$ cat src/hdl/pwr_defines.svh
/*
 Mode codes, reset values and timing counts for the power-mode controller.
 Assumes a 100 MHz core clock.
*/
`ifndef PWR_DEFINES_SVH
`define PWR_DEFINES_SVH

`define MODE_NORMAL 2'h0
`define MODE_STOP 2'h1
`define MODE_SLEEP 2'h2

`define CLK_HZ 100000000
`define CLK_PERIOD_NS 10

`define NREQ_TIMEOUT_MS 150
`define NREQ_TIMEOUT_CYCLES (`NREQ_TIMEOUT_MS * (`CLK_HZ / 1000))

`define WD_DEFAULT_MS 100
`define WD_DEFAULT_CYCLES (`WD_DEFAULT_MS * (`CLK_HZ / 1000))

`define RESET_HOLD_US 1000
`define RESET_HOLD_CYCLES (`RESET_HOLD_US * (`CLK_HZ / 1000000))

`define IRQ_PULSE_NS 10000
`define IRQ_PULSE_CYCLES ((`IRQ_PULSE_NS + `CLK_PERIOD_NS - 1) / `CLK_PERIOD_NS)

`define CNT_W 24
`define PULSE_W 12

`endif

$ cat src/hdl/pwr_pkg.sv
/*
 Types of the power-mode controller.
 Assumes nothing of its surroundings.
*/
package pwr_pkg;
	typedef enum logic [4:0] {
		ST_RESET = 5'b00001,
		ST_NREQ = 5'b00010,
		ST_NORMAL = 5'b00100,
		ST_STOP = 5'b01000,
		ST_SLEEP = 5'b10000
	} mode_state_t;
endpackage

$ cat src/hdl/power_mode_and_fault_irq_control.sv
/*
 Operating-mode controller with watchdog and fault/wake interrupt logic.
 Assumes all inputs synchronous to clk; mode_write and status_read are
 one-cycle strobes from the serial interface; wake and fault levels are clean.
*/
// Behaviour
// - Mode-select field written by the controller picks Normal, Stop or Sleep.
// - Stop keeps regulator at limited current; only a wake interrupt leaves it.
// - Sleep turns regulator off; wake turns it on and exits via reset.
// - Wake on wake-input change, LIN wake or select rise; select rise not in Sleep.
// - Stop/Sleep: LIN recessive, wake detect on, loads off; reset high/low.
// - Normal Request with watchdog enabled allows 150 ms, else watchdog failure.
// - Watchdog served by command; windowed watchdog runs in Normal when enabled.
// - Failure on missing service or service while the window is closed.
// - Grounded config pin disables watchdog; open pin uses the default period.
// - Normal mode knows four interrupt sources, each reported as a pulse.
// - No interrupt source can be masked or disabled.
// - Interrupt sets source flag; it clears after one transfer out.
// - Low main supply sets low-voltage flag and raises an interrupt.
// - Low-voltage flag follows the condition, neither latched nor read-cleared.
// - Low-voltage detection is off in Sleep and Stop.
// - In Normal both wake input levels are readable.
// - Switches one and two are gated by the PWM input and their on bits.
// - Switch three follows only its on bit.
// - Switch one or two is on only with on bit set and PWM high.
`timescale 1ns/1ps
`default_nettype none
`include "pwr_defines.svh"
module power_mode_and_fault_irq_control #(
	parameter logic [`CNT_W-1:0] NREQ_TIMEOUT = `CNT_W'(`NREQ_TIMEOUT_CYCLES),
	parameter logic [`CNT_W-1:0] WD_DEFAULT = `CNT_W'(`WD_DEFAULT_CYCLES),
	parameter logic [`CNT_W-1:0] RESET_HOLD = `CNT_W'(`RESET_HOLD_CYCLES)
) (
	input wire logic clk,
	input wire logic resetn,
	input wire logic clk_en,
	input wire logic mode_write,
	input wire logic [1:0] mode_select_field,
	input wire logic status_read,
	input wire logic watchdog_config_pin_grounded,
	input wire logic watchdog_config_pin_open,
	input wire logic [`CNT_W-1:0] watchdog_resistor_period,
	input wire logic wake_input_one,
	input wire logic wake_input_two,
	input wire logic lin_wake,
	input wire logic slave_select,
	input wire logic main_supply_low,
	input wire logic [2:0] other_fault,
	input wire logic direct_pwm_gate_input,
	input wire logic switch_one_on_bit,
	input wire logic switch_two_on_bit,
	input wire logic switch_three_on_bit,
	output logic regulator_on,
	output logic regulator_limited,
	output logic reset_out_n,
	output logic watchdog_active,
	output logic high_side_switch_one,
	output logic high_side_switch_two,
	output logic high_side_switch_three,
	output logic lin_tx_enable,
	output logic lin_wake_detect_en,
	output logic sense_amp_en,
	output logic irq_n,
	output logic interrupt_source_flag,
	output logic low_voltage_flag,
	output logic wake_level_one,
	output logic wake_level_two,
	output logic in_normal
);
	pwr_pkg::mode_state_t state;
	pwr_pkg::mode_state_t next_state;
	logic [`CNT_W-1:0] hold_cnt;
	logic [`CNT_W-1:0] next_hold_cnt;
	logic wake_one_prev;
	logic wake_two_prev;
	logic ss_prev;
	logic lv_prev;
	logic [2:0] fault_prev;
	logic wd_enabled;
	logic wd_fail;
	logic wd_service;
	logic wd_restart;
	logic [`CNT_W-1:0] wd_period;
	logic pin_change;
	logic ss_rise;
	logic lv_rise;
	logic fault_rise;
	logic wake_sleep;
	logic wake_stop;
	logic irq_trigger;
	logic next_regulator_on;
	logic next_regulator_limited;
	logic next_reset_out_n;
	logic next_watchdog_active;
	logic next_hs_one;
	logic next_hs_two;
	logic next_hs_three;
	logic next_lin_tx_enable;
	logic next_lin_wake_detect_en;
	logic next_sense_amp_en;
	logic next_src_flag;
	logic next_lv_flag;
	logic next_wake_one;
	logic next_wake_two;

	function automatic logic is_cmd(input logic wr, input logic [1:0] field, input logic [1:0] code);
		return wr && (field == code);
	endfunction

	// Event detection against last-cycle levels
	assign pin_change = (wake_input_one != wake_one_prev) || (wake_input_two != wake_two_prev);
	assign ss_rise = slave_select && !ss_prev;
	assign lv_rise = main_supply_low && !lv_prev;
	assign fault_rise = |(other_fault & ~fault_prev);
	assign wake_sleep = pin_change || lin_wake;
	assign wake_stop = pin_change || lin_wake || ss_rise;

	assign wd_enabled = !watchdog_config_pin_grounded;
	assign wd_period = watchdog_config_pin_open ? WD_DEFAULT : watchdog_resistor_period;
	assign wd_service = (state == pwr_pkg::ST_NORMAL) && is_cmd(mode_write, mode_select_field, `MODE_NORMAL);
	assign wd_restart = (next_state != state);

	// Every qualifying event pulses; nothing gates it
	assign irq_trigger = ((state == pwr_pkg::ST_NORMAL) && (lv_rise || fault_rise)) ||
		((state == pwr_pkg::ST_STOP) && wake_stop);

	window_watchdog u_wd (
		.clk(clk),
		.resetn(resetn),
		.clk_en(clk_en),
		.restart(wd_restart),
		.req_phase(wd_enabled && (state == pwr_pkg::ST_NREQ)),
		.win_phase(wd_enabled && (state == pwr_pkg::ST_NORMAL)),
		.service(wd_service),
		.req_cycles(NREQ_TIMEOUT),
		.period_cycles(wd_period),
		.fail(wd_fail)
	);

	irq_pulse u_irq (
		.clk(clk),
		.resetn(resetn),
		.clk_en(clk_en),
		.trigger(irq_trigger),
		.irq_n(irq_n)
	);

	// Mode sequencing
	always_comb begin
		next_state = state;
		next_hold_cnt = `CNT_W'h0;
		case (state)
			pwr_pkg::ST_RESET: begin
				next_hold_cnt = hold_cnt + `CNT_W'h1;
				if (hold_cnt >= RESET_HOLD - `CNT_W'h1) begin
					next_state = pwr_pkg::ST_NREQ;
					next_hold_cnt = `CNT_W'h0;
				end
			end
			pwr_pkg::ST_NREQ, pwr_pkg::ST_NORMAL: begin
				if (wd_fail) begin
					next_state = pwr_pkg::ST_RESET;
				end else if (is_cmd(mode_write, mode_select_field, `MODE_NORMAL)) begin
					next_state = pwr_pkg::ST_NORMAL;
				end else if (is_cmd(mode_write, mode_select_field, `MODE_STOP)) begin
					next_state = pwr_pkg::ST_STOP;
				end else if (is_cmd(mode_write, mode_select_field, `MODE_SLEEP)) begin
					next_state = pwr_pkg::ST_SLEEP;
				end
			end
			pwr_pkg::ST_STOP: begin
				if (wake_stop) begin
					next_state = pwr_pkg::ST_NREQ;
				end
			end
			pwr_pkg::ST_SLEEP: begin
				if (wake_sleep) begin
					next_state = pwr_pkg::ST_RESET;
				end
			end
			default: begin
				next_state = pwr_pkg::ST_RESET;
			end
		endcase
	end

	// Outputs follow the coming mode so they line up with state
	always_comb begin
		next_regulator_on = (next_state != pwr_pkg::ST_SLEEP);
		next_regulator_limited = (next_state == pwr_pkg::ST_STOP);
		next_reset_out_n = !((next_state == pwr_pkg::ST_RESET) || (next_state == pwr_pkg::ST_SLEEP));
		next_watchdog_active = wd_enabled && ((next_state == pwr_pkg::ST_NREQ) || (next_state == pwr_pkg::ST_NORMAL));
		next_hs_one = (next_state == pwr_pkg::ST_NORMAL) && switch_one_on_bit && direct_pwm_gate_input;
		next_hs_two = (next_state == pwr_pkg::ST_NORMAL) && switch_two_on_bit && direct_pwm_gate_input;
		next_hs_three = (next_state == pwr_pkg::ST_NORMAL) && switch_three_on_bit;
		next_lin_tx_enable = (next_state == pwr_pkg::ST_NREQ) || (next_state == pwr_pkg::ST_NORMAL);
		next_lin_wake_detect_en = (next_state == pwr_pkg::ST_STOP) || (next_state == pwr_pkg::ST_SLEEP);
		next_sense_amp_en = (next_state == pwr_pkg::ST_NORMAL);
		next_lv_flag = (next_state == pwr_pkg::ST_NORMAL) && main_supply_low;
		next_wake_one = (next_state == pwr_pkg::ST_NORMAL) && wake_input_one;
		next_wake_two = (next_state == pwr_pkg::ST_NORMAL) && wake_input_two;
		// Set wins over the clear by a transfer out
		next_src_flag = irq_trigger || (interrupt_source_flag && !status_read);
	end

	always_ff @(posedge clk) begin
		if (!resetn) begin
			state <= pwr_pkg::ST_RESET;
			hold_cnt <= `CNT_W'h0;
			wake_one_prev <= 1'b0;
			wake_two_prev <= 1'b0;
			ss_prev <= 1'b0;
			lv_prev <= 1'b0;
			fault_prev <= 3'h0;
			regulator_on <= 1'b1;
			regulator_limited <= 1'b0;
			reset_out_n <= 1'b0;
			watchdog_active <= 1'b0;
			high_side_switch_one <= 1'b0;
			high_side_switch_two <= 1'b0;
			high_side_switch_three <= 1'b0;
			lin_tx_enable <= 1'b0;
			lin_wake_detect_en <= 1'b0;
			sense_amp_en <= 1'b0;
			interrupt_source_flag <= 1'b0;
			low_voltage_flag <= 1'b0;
			wake_level_one <= 1'b0;
			wake_level_two <= 1'b0;
			in_normal <= 1'b0;
		end else if (clk_en) begin
			state <= next_state;
			hold_cnt <= next_hold_cnt;
			wake_one_prev <= wake_input_one;
			wake_two_prev <= wake_input_two;
			ss_prev <= slave_select;
			lv_prev <= main_supply_low;
			fault_prev <= other_fault;
			regulator_on <= next_regulator_on;
			regulator_limited <= next_regulator_limited;
			reset_out_n <= next_reset_out_n;
			watchdog_active <= next_watchdog_active;
			high_side_switch_one <= next_hs_one;
			high_side_switch_two <= next_hs_two;
			high_side_switch_three <= next_hs_three;
			lin_tx_enable <= next_lin_tx_enable;
			lin_wake_detect_en <= next_lin_wake_detect_en;
			sense_amp_en <= next_sense_amp_en;
			interrupt_source_flag <= next_src_flag;
			low_voltage_flag <= next_lv_flag;
			wake_level_one <= next_wake_one;
			wake_level_two <= next_wake_two;
			in_normal <= (next_state == pwr_pkg::ST_NORMAL);
		end
	end
endmodule
`default_nettype wire

$ cat src/hdl/irq_pulse.sv
/*
 Interrupt pulse stretcher: a trigger gives a low pulse of fixed width.
 Assumes trigger is a one-cycle strobe in the clk domain.
*/
`timescale 1ns/1ps
`default_nettype none
`include "pwr_defines.svh"
module irq_pulse (
	input wire logic clk,
	input wire logic resetn,
	input wire logic clk_en,
	input wire logic trigger,
	output logic irq_n
);
	localparam logic [`PULSE_W-1:0] PULSE = `PULSE_W'(`IRQ_PULSE_CYCLES);
	logic [`PULSE_W-1:0] cnt;
	logic [`PULSE_W-1:0] next_cnt;
	logic next_irq_n;

	// A trigger during a pulse restarts it, so close events merge
	always_comb begin
		next_cnt = cnt;
		if (trigger) begin
			next_cnt = PULSE;
		end else if (cnt != `PULSE_W'h0) begin
			next_cnt = cnt - `PULSE_W'h1;
		end
		next_irq_n = (next_cnt == `PULSE_W'h0);
	end

	always_ff @(posedge clk) begin
		if (!resetn) begin
			cnt <= `PULSE_W'h0;
			irq_n <= 1'b1;
		end else if (clk_en) begin
			cnt <= next_cnt;
			irq_n <= next_irq_n;
		end
	end
endmodule
`default_nettype wire

$ cat src/hdl/window_watchdog.sv
/*
 Watchdog counter: request time-out phase and windowed phase.
 Assumes restart is raised in the cycle of every mode change.
*/
`timescale 1ns/1ps
`default_nettype none
`include "pwr_defines.svh"
module window_watchdog (
	input wire logic clk,
	input wire logic resetn,
	input wire logic clk_en,
	input wire logic restart,
	input wire logic req_phase,
	input wire logic win_phase,
	input wire logic service,
	input wire logic [`CNT_W-1:0] req_cycles,
	input wire logic [`CNT_W-1:0] period_cycles,
	output logic fail
);
	logic [`CNT_W-1:0] cnt;
	logic [`CNT_W-1:0] next_cnt;
	logic next_fail;
	logic window_closed;

	function automatic logic reached(input logic [`CNT_W-1:0] c, input logic [`CNT_W-1:0] lim);
		return c >= lim - `CNT_W'h1;
	endfunction

	// Window closed for the first half of the period
	assign window_closed = cnt < {1'b0, period_cycles[`CNT_W-1:1]};

	always_comb begin
		next_cnt = cnt + `CNT_W'h1;
		next_fail = 1'b0;
		if (restart || !(req_phase || win_phase)) begin
			next_cnt = `CNT_W'h0;
		end else if (req_phase) begin
			if (reached(cnt, req_cycles)) begin
				next_fail = 1'b1;
				next_cnt = `CNT_W'h0;
			end
		end else if (service) begin
			next_cnt = `CNT_W'h0;
			next_fail = window_closed;
		end else if (reached(cnt, period_cycles)) begin
			next_fail = 1'b1;
			next_cnt = `CNT_W'h0;
		end
	end

	always_ff @(posedge clk) begin
		if (!resetn) begin
			cnt <= `CNT_W'h0;
			fail <= 1'b0;
		end else if (clk_en) begin
			cnt <= next_cnt;
			fail <= next_fail;
		end
	end
endmodule
`default_nettype wire

$ cat config.mk
export PLATFORM = sky130hd
export DESIGN_NAME = power_mode_and_fault_irq_control
export DESIGN_NICKNAME = d
export VERILOG_FILES = /design/src/hdl/pwr_pkg.sv /design/src/hdl/power_mode_and_fault_irq_control.sv /design/src/hdl/irq_pulse.sv /design/src/hdl/window_watchdog.sv
export VERILOG_INCLUDE_DIRS = /design/src /design/src/hdl
export SDC_FILE = /design/constraint.sdc
export NUM_CORES = 1
export LEC_CHECK = 0
export ABC_AREA = 1
export BUFFER_PORTS_ARGS = -buffer_cell sky130_fd_sc_hd__buf_2
export CAP_MARGIN = 20
export CORE_MARGIN = 5
export CORE_UTILIZATION = 45
export CTS_CLUSTER_DIAMETER = 50
export DETAILED_ROUTE_END_ITERATION = 8
export GPL_TIMING_DRIVEN = 1
export PLACE_DENSITY = 0.65
export SYNTH_ARGS = -nofsm -noshare
export SYNTH_HDL_FRONTEND = slang
export SYNTH_SLANG_ARGS = --single-unit
$ cat constraint.sdc
create_clock -name clk -period 3.3 [get_ports clk]
set_clock_uncertainty 0.2 [all_clocks]
set_input_delay 0.165 -clock clk [delete_from_list [all_inputs] [get_ports clk]]
set_output_delay 0.165 -clock clk [all_outputs]
set_load 0.05 [all_outputs]
== Yosys cells after proc, flatten, opt, wreduce, memory -nomap -nowiden ==
Cells that the tools add are included.

* Bitwise operators: 2
* Reduce and logical (&&, ||, !) cells: 42
* Muxes and demuxes: 23
* Magnitude comparators: 4
* Equality and inequality tests: 16
* $add $sub $neg: 4

{| class="wikitable"
|+ Operator list
! kind !! count
|-
| $mux 24 || 8
|-
| $add 24x1->24 const B || 2
|-
| $mux 5 || 7
|-
| $ge 24x17->1 const B || 1
|-
| $ge 24x24->1 || 1
|-
| $ge 24x24->1 const B || 1
|-
| $lt 24x23->1 || 1
|-
| $mux 12 || 2
|-
| $sub 24x1->24 const B || 1
|-
| $logic_and 1x1->1 || 20
|-
| $pmux 5 s4 || 1
|-
| $logic_not 12->1 || 1
|-
| $reduce_bool 12->1 || 1
|-
| $sub 12x1->12 const B || 1
|-
| $logic_or 1x1->1 || 11
|-
| $eq 5x1->1 const B || 2
|-
| $eq 5x2->1 const B || 2
|-
| $eq 5x3->1 const B || 2
|-
| $eq 5x4->1 const B || 2
|-
| $eq 5x5->1 const B || 2
|-
| $logic_not 1->1 || 6
|-
| $mux 1 || 5
|-
| $ne 5x5->1 || 1
|-
| $ne 5x5->1 const B || 1
|-
| 8 further kinds || 9
|}

* Word-level logic and storage cells: 116
* Register bits after elaboration: 88
* Bits of input ports: 45
* Output and inout bits: 16

== Depth between registers and ports, before layout ==
Gate-level depths: netlist of run 1.

* Depth in word-level cells: 10
* Mapped depth: 26

== By module ==
A second synthesis of run 1 with hierarchy kept.

* Cell total of the unflattened synthesis: 1,215
* Area total of the unflattened synthesis: 7,906.3 µm²

{| class="wikitable"
|+ By module, submodules not included
! module !! area an instance (µm²) !! cells an instance !! sequential area each (µm²) !! instances
|-
| window_watchdog || 4,357.9 || 678 || 500.5 || 1
|-
| power_mode_and_fault_irq_control || 2,585.0 || 378 || 1,001.0 || 1
|-
| irq_pulse || 963.4 || 159 || 260.2 || 1
|}

== Least setup slack after synthesis of run 1 ==
OpenSTA, ideal clock, no wires.

* Kind: input -> register
* Start point: input port watchdog_config_pin_open
* End point: register u_wd.cnt[14]
* Slack: 2 ps
* Buffers on the path: 2
* Arrival: 3,027 ps
* Stages: 26
* Library setup time: 70 ps
* Path through: inv_2 -> nand2_1 -> nand2_2 -> nor2_4 -> nand2_2 -> a21oi_4 -> nand3_2 -> nor2_4 -> nand2_2 -> nor3_4 -> nand3_1 -> xnor2_1 -> ha_1 -> nand2_1 -> inv_1 -> nand3_1 -> inv_1 -> a21oi_1 -> nand2_1 -> nor2_1 -> buf_2 -> buf_2 -> nand4_1 -> a21oi_1 -> nand3_1 -> a21oi_1

* Cells in the longest elaborated chain, start to end: 7

{| class="wikitable"
|+ RTL lines
! what !! RTL line !! source
|-
| start: declaration || power_mode_and_fault_irq_control.sv:41 || <nowiki>input wire logic watchdog_config_pin_open,</nowiki>
|-
| $mux 24 || power_mode_and_fault_irq_control.sv:119 || <nowiki>assign wd_period = watchdog_config_pin_open ? WD_DEFAULT : watchdog_resistor_period;</nowiki>
|-
| $sub 24x1->24 || window_watchdog.sv:26 || <nowiki>return c >= lim - `CNT_W'h1;</nowiki>
|-
| $ge 24x24->1 || window_watchdog.sv:26 ||
|-
| $mux 24 || window_watchdog.sv:45 || <nowiki>end else if (reached(cnt, period_cycles)) begin</nowiki>
|-
| $mux 24 || window_watchdog.sv:42 || <nowiki>end else if (service) begin</nowiki>
|-
| $mux 24 || window_watchdog.sv:37 || <nowiki>end else if (req_phase) begin</nowiki>
|-
| $mux 24 || window_watchdog.sv:35 || <nowiki>if (restart || !(req_phase || win_phase)) begin</nowiki>
|-
| end signal: assignment || window_watchdog.sv:53 || <nowiki>cnt <= `CNT_W'h0;</nowiki>
|-
| end signal: assignment || window_watchdog.sv:56 || <nowiki>cnt <= next_cnt;</nowiki>
|-
| end: declaration || window_watchdog.sv:20 || <nowiki>logic [`CNT_W-1:0] cnt;</nowiki>
|}

No other way between the ends.
A chain may end at the register's enable or synchronous reset.

== Worst setup path in the final report of run 1 ==
* Start point: input port watchdog_config_pin_open
* End point: register u_wd.cnt[11]

Same word-level chain as after synthesis.

==> summary.md, run 1 <==
| Metric | Value |
|---|---|
| Status | finished clean |
| Total track usage | 20.75% |
| Syn Area/Cell | 6.204 um^2 |
| Top cells by area, synth | dfxtp_1 (26%), nand2_1 (14%), a21oi_1 (9.9%) |
| Setup CP Type | in2reg |
| Clock latency on the worst-skew pair | 0.34 ns |
| Number of CTS-inserted buffers | 9 |
| Peak Freq | 0.3215 GHz |
| Max cap viols | 0 |
| Ratio of cells with drive above 1 in the final layout | 14.46% |
| Via Count | 7235 |
| Hold Crit Class | in2reg |
| Layout Nets | 1285 |
| Ys async rst share | 0% |
| Fin crit share | 94.26% |
| Starting Density | 46.14% |
| Via density | 5.243 |
| Routed Antenna Nets | 0 |
| Vias in the first global route | 6746 |
| Synth Flop Type | dfxtp_1 |
| Syn-to-layout area delta | 20.33% |
| PortBufs | 60 |
| Final Setup Violations | 0 |
| Initial drt markers | 362 |
| Yosys top cell by area | dfxtp_1 |
| CORE AREA | 14640 um^2 |
| TritonCTS clock tree | yes |
| Top-area cell type share of the netlist area | 26.07% |
| Max-Slew Margin vs Limit | 56.60% |
| Utilization after layout | 55.52% |
| Largest net degree at the start of global routing | 47 |
| Netlist cell types | 42 |
| DR WL/cell | 13.45 um |
| Die Ht | 132.5 um |
| Initial antenna violation count | 0 |
| M1 GR Usage | 27.58% |
| Pwr/cell area | 317.6 nW/um^2 |
| R2r setup slk | 0.71 ns |
| Synth Net Count | 1183 |
| Cells after synthesis | 1089 |
| Max-slew violations | 0 |
| EDFF count, synth | 0 |
| CP startpoint kind | input port |
| Critical Path End Type | flop |
| Hold Path Stages | 3 |
| Mapped Area | 6756 um^2 |
| I/O pins | 61 |
| Most frequent cells in the layout | nand2_1 (252), nor2_1 (140), a21oi_1 (127) |
| Crit path arrival time | 3.11 ns |
| Met3 Use GR | 3.189% |
| GR peak layer | met2 |
| Reg2reg path depth | 9 |
| Placer Congestion | 0.9221 |
| Sequential-to-total area share from yosys stat | 26.07% |
| CTS Buffer Depth | 2 |
| Clock sink count | 88 |
| Post-DP Area | 7505 um^2 |
| DP HPWL | 13710 um |
| WP data required | 3.30 ns |
| Final Hold Viols | 0 |
| Commonest non-fill, non-tap cell in the layout | nand2_1 |
| GRT met2 Usage | 35.05% |
| VDD IR max | 324.2 uV |
| Num rows | 44 |
| Die area | 17570 um^2 |
| Routed Wire Length | 18560 um |
| Leakage | 3.822 nW |
| Slew @ Worst Pin | 0.6501 ns |
| Worst slack, placed | -0.2653 ns |
| Final instance area | 8130 um^2 |
| Minimum clock period | 3.111 ns |
| Power Total | 0.002583 W |
| GRT Residual Overflow | 0 |
| Drt drc | 0 |
| # diodes | 0 |
| CTS root buf | clkbuf_16 |
| FF+latch count, synth | 88 |
| First-pass GRT wire length | 30930 um |
| CP max FO | 5 |
| Clock Pin Slew Worst Setup and Hold Paths | 0.07 ns |
| Die W | 132.5 um |
| Yosys warns | 0 |
| Htree depth | 3 |
| Post-layout worst setup margin | 0.1893 ns |
| DR pass1 iterations | 6 |
## worst max-delay path: stages
cell	delay [ns]
buf_6	0.11
buf_6	0.13
nor2_4	0.11
nand2_2	0.06
nor4_4	0.22
nand3_4	0.13
nor2_4	0.10
nand2_2	0.07
nor3_4	0.19
nand3_1	0.12
xnor2_1	0.15
ha_1	0.30
nand2_1	0.06
inv_2	0.06
nand3_2	0.06
nor2_1	0.21
nand2_1	0.09
a21oi_2	0.18
nor2_4	0.09
nand3_1	0.10
o21ai_1	0.07
buf_4	0.16
nand3b_1	0.08
a21oi_1	0.07
## cells in the mapped netlist (2+ instances only)
cell type  number
inv_2           2
o21bai_1        2
o22ai_1         2
a21o_1          2
or2_2           3
o211ai_1        8
nand4_1        35
nor3b_1         2
buf_1           6
o31ai_1         2
buf_2           3
xnor2_1        12
a31oi_1         3
inv_1         126
nor3_1         16
buf_4           3
nor2_4          2
ha_1           49
clkbuf_1       28
xor2_1         24
nand3b_1        3
a21oi_1       133
nor2_2          2
nand2_1       259
nand2_2         5
dfxtp_1        88
o21ai_0        34
nor2_1        143
nand3_1        78
and3_1          2
## layout make-up
cell class | instances | area [um^2]
Fill cell | 1469 | 6514
Multi-Input combinational cell | 832 | 4461
Sequential cell | 88 | 1762
Timing Repair Buffer | 131 | 888.4
Inverter | 129 | 491.7
Tap cell | 184 | 230.2
Clock buffer | 9 | 225.2
Clock inverter | 7 | 72.57
## where the power goes
group          internal [W]  switching [W]
sequential          0.00109      0.0000235
clock              0.000587       0.000442
combinational      0.000170       0.000269
## stage by stage
stage	hold slack, ns	TNS (ns)	instances
finish	0.1009	0	1380
global route	0.1284	-0.4235	1380
CTS	0.08776	0	1374
global placement	0.2184	-3.987	1344
detailed placement	0.2215	-5.890	1344
floorplan	0.1088	0	1089
## metal layers
| metal | vias to the layer above | part of all wire [%] |
|---|---|---|
| met3 | 22 | 4.7 |
| met5 | - | 0 |
| met1 | 3275 | 47 |
| li1 | 3784 | - |
| met4 | 0 | 1.7 |
| met2 | 154 | 46 |
## cells by family after synthesis
logic type | count (synthesis) | synth area share (%)
AOI/OAI and AO/OA | 193 | 15.37
xor gates and xnor gates | 36 | 4.667
adders and majority gates | 49 | 9.074
buffers and inverters | 169 | 9.611
DFF | 88 | 26.07
and+or+nand+nor | 554 | 35.20
## sequential cells by signal, summed over array words and instances, names as in the netlist, 3 cells and up
name / flops
u_wd.cnt: 24
hold_cnt: 24
fault_prev: 3
state: 5
u_irq.cnt: 12
## final timing paths
path                                   from                           endpoint
hold / removal                       resetn          u_irq.cnt[5]$_SDFFE_PN0P_
setup reg to reg      state[2]$_SDFFE_PN0P_  high_side_switch_two$_SDFFE_PN0P_
setup / recovery   watchdog_config_pin_open          u_wd.cnt[11]$_SDFFE_PN0P_
hold reg to reg   hold_cnt[23]$_SDFFE_PN0P_          hold_cnt[23]$_SDFFE_PN0P_
## timing repair
item | 4_1_cts | 5_1_grt
endpoints found under the setup margin | 0 | 25
gates resized for setup | 0 | 39
hold endpoints to repair | 15 | 0
buffers inserted | 0 | 3
hold buffers | 14 | 0
Note: power is estimated with default switching activity, not from simulation.
==> run 2: changes to the inputs <==
Settings changed: REMOVE_ABC_BUFFERS set to 1.
==> run 2 against run 1 <==
Net effect:
- global-route usage decreased by 0.15 points
- sequential cell count unchanged
- via count decreased by 0.30%
- utilization increased by 0.44 points
- count of clock-buffer cells in the layout increased by 1
- power increased by 2.3%
- clock power increased by 5%
- non-clock buffer count decreased by 2
- cell area increased by 0.78%
- hold slack got worse by 0.0046 ns
- die area unchanged
- sequential power about the same
- critical path type unchanged
==> summary.md, run 2 (synthesis gave the netlist of run 1 again) <==
| Metric | Value |
|---|---|
| CTS Buffer Depth | 2 (unchanged) |
| WP data required | 3.37 ns (+0.07 ns) |
| Worst setup path endpoint | u_wd.cnt[7]$_SDFFE_PN0P_ |
| Max-Slew Margin vs Limit | 46.52% (-10 points) |
| Status | finished clean |
| Num rows | 44 (unchanged) |
| Pwr/cell area | 322.3 nW/um^2 (+1.5%) |
| Final Setup Violations | 0 (unchanged) |
| RR Startpoint | state[2]$_SDFFE_PN0P_ |
| Routed Antenna Nets | 0 (unchanged) |
| First-pass GRT wire length | 31170 um (+0.81%) |
| DR WL/cell | 13.39 um (-0.43%) |
| Critical Path End Type | flop |
| Clock Pin Slew Worst Setup and Hold Paths | 0.06 ns (about the same) |
| Starting Density | 46.14% (unchanged) |
| Layout Nets | 1283 (-0.16%) |
| Minimum clock period | 3.106 ns (-0.004500 ns) |
| # diodes | 0 (unchanged) |
| Worst path cell trace | buf_8 -> buf_6 -> nor2_4 -> nand2_2 -> nor4_4 -> nand3_4 -> nor2_4 -> nand2_2 -> nor3_4 -> nand3_2 -> xnor2_1 -> ha_1 -> nand2_1 -> inv_2 -> o21ai_1 -> nand2_1 -> a21oi_1 -> nand2_1 -> nor2_4 -> buf_8 -> nand4_1 -> a21oi_1 -> nand3_1 -> a21oi_2 |
| GRT Residual Overflow | 0 (unchanged) |
| Reg2reg path depth | 9 (unchanged) |
| Slew @ Worst Pin | 0.8023 ns (+0.1522 ns) |
| VDD IR max | 267.4 uV (-18%) |
| Max cap viols | 0 (unchanged) |
| Worst path slowest cell | ha_1 |
| Ratio of cells with drive above 1 in the final layout | 14.17% (-0.30 points) |
| CORE AREA | 14640 um^2 (unchanged) |
| Fillers | 1470 (+0.068%) |
| Critical path depth | 24 (unchanged) |
| Number of CTS-inserted buffers | 9 (unchanged) |
| Initial drt markers | 469 (+30%) |
| Setup CP Type | in2reg |
| GRT met2 Usage | 34.23% (-0.82 points) |
| M1 GR Usage | 28.65% (+1.1 points) |
| Largest net degree at the start of global routing | 56 (+19%) |
| PortBufs | 60 (unchanged) |
| Htree depth | 3 (unchanged) |
| Crit path arrival time | 3.18 ns (+0.07 ns) |
| Fin crit share | 94.13% (-0.14 points) |
| Vias in the first global route | 6677 (-1.0%) |
| Via Count | 7213 (-0.30%) |
| Die Ht | 132.5 um (unchanged) |
| Top Registers | hold_cnt x24, u_wd.cnt x24, u_irq.cnt x12 |
| Critical path's largest stage delay | 0.31 ns (about the same) |
| Routed Wire Length | 18440 um (-0.65%) |
| Most frequent cells in the layout | nand2_1 (253), nor2_1 (139), a21oi_1 (127) |
| Leakage | 3.862 nW (+1.0%) |
| Drt drc | 0 (unchanged) |
| CP bufs+invs | 4 (unchanged) |
| Initial antenna violation count | 0 (unchanged) |
| Power Total | 0.002641 W (+2.3%) |
| Clock sink count | 88 (unchanged) |
| Delay-heaviest family, CP | simple AND/OR/NAND/NOR gates |
| Die area | 17570 um^2 (unchanged) |
| Final hold slack | 0.09634 ns (-0.004612 ns) |
| Worst Setup SP | watchdog_config_pin_open |
| Max-slew violations | 0 (unchanged) |
| TritonCTS clock tree | yes |
| CP max FO | 7 (+2) |
| Hold Crit Class | in2reg |
| Die W | 132.5 um (unchanged) |
| R2r setup slk | 0.74 ns (+0.03 ns) |
| Syn-to-layout area delta | 21.28% |
| Final Hold Viols | 0 (unchanged) |
| CP startpoint kind | input port |
| Sequential cell area | 1762 um^2 (unchanged) |
| DR pass1 iterations | 5 (-1) |
| Commonest non-fill, non-tap cell in the layout | nand2_1 |
| Clock latency on the worst-skew pair | 0.34 ns (about the same) |
| DP HPWL | 13330 um (-2.8%) |
| DP Cell Count | 1339 (-0.37%) |
| Via density | 5.238 (about the same) |
| Total track usage | 20.60% (-0.15 points) |
| I/O pins | 61 (unchanged) |
| Placer Congestion | 0.9282 (+0.66%) |
| Fin cells | 1377 (-0.22%) |
| Peak Freq | 0.3219 GHz (+0.14%) |
| Met3 Use GR | 2.961% (-0.23 points) |
| GR peak layer | met2 |
| Multi-input combinational cell area | 4481 um^2 (+0.45%) |
| Worst reg2reg path endpoint | high_side_switch_one$_SDFFE_PN0P_ |
| CTS root buf | clkbuf_16 |
## run 2: how the worst min path moves through the flow
stage	from	to	slack, ns	cells after the start
after floorplan	clk_en	hold_cnt[17]$_SDFFE_PN0P_	0.04	1
after global placement	switch_three_on_bit	high_side_switch_three$_SDFFE_PN0P_	0.22	3
after detailed placement	switch_three_on_bit	high_side_switch_three$_SDFFE_PN0P_	0.23	3
after CTS	resetn	u_irq.cnt[6]$_SDFFE_PN0P_	0.09	3
after global routing	resetn	u_irq.cnt[6]$_SDFFE_PN0P_	0.11	3
final	resetn	lin_wake_detect_en$_SDFFE_PN0P_	0.1	3
## run 2: repair_timing
item / CTS / global route
buffers inserted: 0 / 5
endpoints found under the setup margin: 0 / 25
endpoints found under the hold margin: 16 / 0
gates resized for setup: 0 / 45
hold buffers: 15 / 0
## run 2: layout make-up
cell class / instances / area share (%)
Inverter: 129 / 6.001
Multi-Input combinational cell: 832 / 54.68
Clock buffer: 10 / 2.794
Tap cell: 184 / 2.810
Timing Repair Buffer: 129 / 11.22
Sequential cell: 88 / 21.50
Clock inverter: 5 / 0.9925
## run 2: metal layers
layer | part of all wire [%] | vias to the layer above
li1 | - | 3773
met3 | 5.0 | 13
met1 | 49 | 3223
met4 | 0.77 | 0
met5 | 0 | -
met2 | 45 | 204
## run 2: worst reg2reg max path, stage by stage (launching register included)
cell	delay, ns
dfxtp_1	0.46
inv_1	0.07
nor2_1	0.08
nand3_1	0.14
nand2_2	0.17
nand3_1	0.21
nor2_1	0.35
nand3_1	0.13
dlygate4sd3_1	0.57
a21oi_1	0.12
## run 2: power by group
part           switching, W  internal (W)
Sequential        0.0000237       0.00109
Clock              0.000424      0.000661
Combinational      0.000270      0.000171
## run 2: per-stage QoR
stage / setup TNS (ns) / cell area [um^2] / utilization (%) / worst slack (ns)
after floorplan: -9.469 / 6591 / - / -0.5899
after detailed placement: -5.566 / 7467 / 50.99 / -0.2824
after CTS: 0 / 7928 / 54.14 / 0.04299
final: 0 / 8194 / 55.96 / 0.1938
after global routing: -0.4133 / 8194 / 55.96 / -0.04806
after global placement: -4.329 / 7467 / 50.99 / -0.2134
==> run 3: changes to the inputs <==
Settings changed: ABC_AREA 1 to 0.
==> run 3 against run 2 <==
Net effect:
- the flow now finishes with violations (negative setup slack)
- final cell count fell by 22%
- register-to-register slack got worse by 0.58 ns
- count of clock-buffer cells in the layout rose by 2
- sequential cell count did not move
- critical endpoint is now u_wd.cnt[10]$_SDFFE_PN0P_
- clock power fell by 10%
- routed wire length fell by 15%
- global-route usage fell by 1.2 points
- non-clock buffer count fell by 7
- power rose by 22%
- highest routed layer unchanged
==> summary.md, run 3 <==
| Metric | Value |
|---|---|
| Status | finished with violations |
| Failing checks | negative setup slack |
| Clock Pin Slew Worst Setup and Hold Paths | 0.06 ns (about the same) |
| Yosys top cell by area | dfxtp_1 |
| Clock latency on the worst-skew pair | 0.33 ns (about the same) |
| Sequential-to-total area share from yosys stat | 28.95% (+2.9 points) |
| Yosys warns | 0 (unchanged) |
| Placer Congestion | 0.8946 (-3.6%) |
| Routed Wire Length | 15650 um (-15%) |
| Setup CP Type | in2reg |
| Final Setup Violations | 25 (+25) |
| DP HPWL | 11490 um (-14%) |
| Hold Crit Class | in2reg |
| Initial antenna violation count | 0 (unchanged) |
| GRT Residual Overflow | 0 (unchanged) |
| Routed Antenna Nets | 0 (unchanged) |
| Max-Slew Margin vs Limit | 36.17% (-10 points) |
| Die Ht | 126.3 um (-4.7%) |
| Netlist cell types | 59 (+40%) |
| EDFF count, synth | 0 (unchanged) |
| Top cells by area, synth | dfxtp_1 (29%), ha_1 (10%), nand2_1 (7.2%) |
| # diodes | 0 (unchanged) |
| Starting Density | 45.96% (-0.18 points) |
| Power Total | 0.003228 W (+22%) |
| Max cap viols | 0 (unchanged) |
| Ratio of cells with drive above 1 in the final layout | 15.70% (+1.5 points) |
| Utilization after layout | 55.57% (-0.39 points) |
| Total track usage | 19.44% (-1.2 points) |
| Largest net degree at the start of global routing | 39 (-30%) |
| Pwr/cell area | 438.7 nW/um^2 (+36%) |
| RSZ-0062 raised after global routing | yes |
| Top-area cell type share of the netlist area | 28.95% (+2.9 points) |
| CP startpoint kind | input port |
| Reg2reg path depth | 6 (-3) |
| Ys async rst share | 0% (unchanged) |
| Number of CTS-inserted buffers | 9 (unchanged) |
| Slew @ Worst Pin | 0.9574 ns (+0.1552 ns) |
| First-pass GRT wire length | 26630 um (-15%) |
| Commonest non-fill, non-tap cell in the layout | nand2_1 |
| Drt drc | 0 (unchanged) |
| Clock sink count | 88 (unchanged) |
| Most frequent cells in the layout | nand2_1 (116), dfxtp_1 (88), nor2_1 (86) |
| CP max FO | 5 (-2) |
| Peak Freq | 0.2321 GHz (-28%) |
| Fin crit share | 130.6% (+36 points) |
| Hold Path Stages | 3 (unchanged) |
| Cells after synthesis | 796 (-27%) |
| Final Hold Viols | 0 (unchanged) |
| CTS Buffer Depth | 2 (unchanged) |
| Num rows | 42 (-4.5%) |
| WP data required | 3.35 ns (-0.02 ns) |
| Synth Flop Type | dfxtp_1 |
| TritonCTS clock tree | yes |
| Syn-to-layout area delta | 20.91% |
| Max-slew violations | 0 (unchanged) |
| Commonest cells in the netlist | nand2_1 (116), dfxtp_1 (88), nor2_1 (87) |
| Final hold slack | 0.03991 ns (-0.05642 ns) |
| I/O pins | 61 (unchanged) |
| FF+latch count, synth | 88 (unchanged) |
| Post-layout worst setup margin | -1.009 ns (-1.203 ns) |
| Mapped Area | 6086 um^2 (-9.9%) |
| Top-count cell post-synth | nand2_1 |
| Via density | 5.650 (+7.9%) |
| Initial drt markers | 435 (-7.2%) |
| Die area | 15950 um^2 (-9.2%) |
| Minimum clock period | 4.309 ns (+1.203 ns) |
| Syn Area/Cell | 7.646 um^2 (+23%) |
| CTS root buf | clkbuf_16 |
| DR WL/cell | 14.57 um (+8.8%) |
| Critical Path End Type | flop |
| Worst slack, placed | -1.442 ns (-1.160 ns) |
| Layout Nets | 990 (-23%) |
| VDD IR max | 236.1 uV (-12%) |
| DR pass1 iterations | 4 (-1) |
| Die W | 126.3 um (-4.7%) |
| Leakage | 3.150 nW (-18%) |
| Top Registers | hold_cnt x24, u_wd.cnt x24, u_irq.cnt x12 |
| Vias in the first global route | 5829 (-13%) |
| Crit path arrival time | 4.36 ns (+1.18 ns) |
| PortBufs | 60 (unchanged) |
| Htree depth | 3 (unchanged) |
| Via Count | 6068 (-16%) |
| CORE AREA | 13240 um^2 (-9.6%) |
==> run 3: final cells by class <==
| class | count | area (um^2) |
|---|---|---|
| inverter | 18 | 67.56 |
| tap | 176 | 220.2 |
| sequential | 88 | 1762 |
| clock buffer | 12 | 246.5 |
| fill | 1260 | 5884 |
| multi-input combinational | 657 | 4204 |
| timing repair buffer | 122 | 828.3 |
| clock inverter | 1 | 30.03 |
==> run 3: final timing paths <==
check,startpoint,endpoint,slack [ns]
worst max-delay path,watchdog_resistor_period[3],u_wd.cnt[10]$_SDFFE_PN0P_,-1.01
worst min-delay path,clk_en,state[4]$_SDFFE_PN0P_,0.04
worst max register to register,state[4]$_SDFFE_PN0P_,high_side_switch_two$_SDFFE_PN0P_,0.16
worst min register to register,high_side_switch_two$_SDFFE_PN0P_,high_side_switch_two$_SDFFE_PN0P_,0.28
==> run 3: stage by stage <==
| stage | TNS, ns | cell area, um^2 | std cells |
|---|---|---|---|
| 2_1_floorplan | -43.35 | 5957 | 763 |
| 3_3_place_gp | -31.78 | 6799 | 1041 |
| 3_5_place_dp | -34.55 | 6799 | 1041 |
| 4_1_cts | -23.30 | 7353 | 1075 |
| 5_1_grt | -27.87 | 7358 | 1074 |
| 6_report | -23.29 | 7358 | 1074 |
==> run 3: critical path, cell delays in order <==
cell and delay (ns):
buf_6 0.09, or4_4 0.54, or4_4 0.44, or4_4 0.50, nand4b_4 0.19, or4_4 0.47
nor2_4 0.14, xnor2_2 0.12, ha_1 0.26, a21o_1 0.18, a21oi_1 0.13, and4_1 0.21
o211ai_1 0.09, o211ai_1 0.18, buf_4 0.19, nand3_4 0.09, buf_6 0.18, o31ai_4 0.19
==> run 3: kinds of logic (layout without fill, tap and decap cells) <==
group	count (synthesis)	in the layout	share of synthesized area, %
buf+inv	51	153	3.228
fa+ha+maj	49	49	10.07
simple gates	388	388	31.52
xor+xnor	46	46	6.620
flops	88	88	28.95
compound gates	163	163	17.78
mux	11	11	1.830
==> run 3: per-layer routing <==
metal  vias to the layer above  global-route usage, %  part of all wire, %
met1                      2866                  25.25                   47
met3                        19                  2.774                  3.5
met2                       126                  32.80                   48
met5                         -                      0                    0
li1                       3057                      -                    -
met4                         0                  7.382                  1.6
==> run 3: report_power, final <==
part / internal [W] / switching, W / leakage (nW)
clock network: 0.000595 / 0.000373 / 0.135
registers: 0.00114 / 0.0000994 / 0.714
logic: 0.000439 / 0.000579 / 2.30
==> run 3: timing repair <==
action                     in CTS  in global routing
gates cloned                    3                  0
hold buffers                   14                  0
buffers inserted                4                  1
pin swaps                      10                  4
hold endpoints to repair       15                  0
gates resized for setup        18                 15
setup endpoints to repair      25                 25
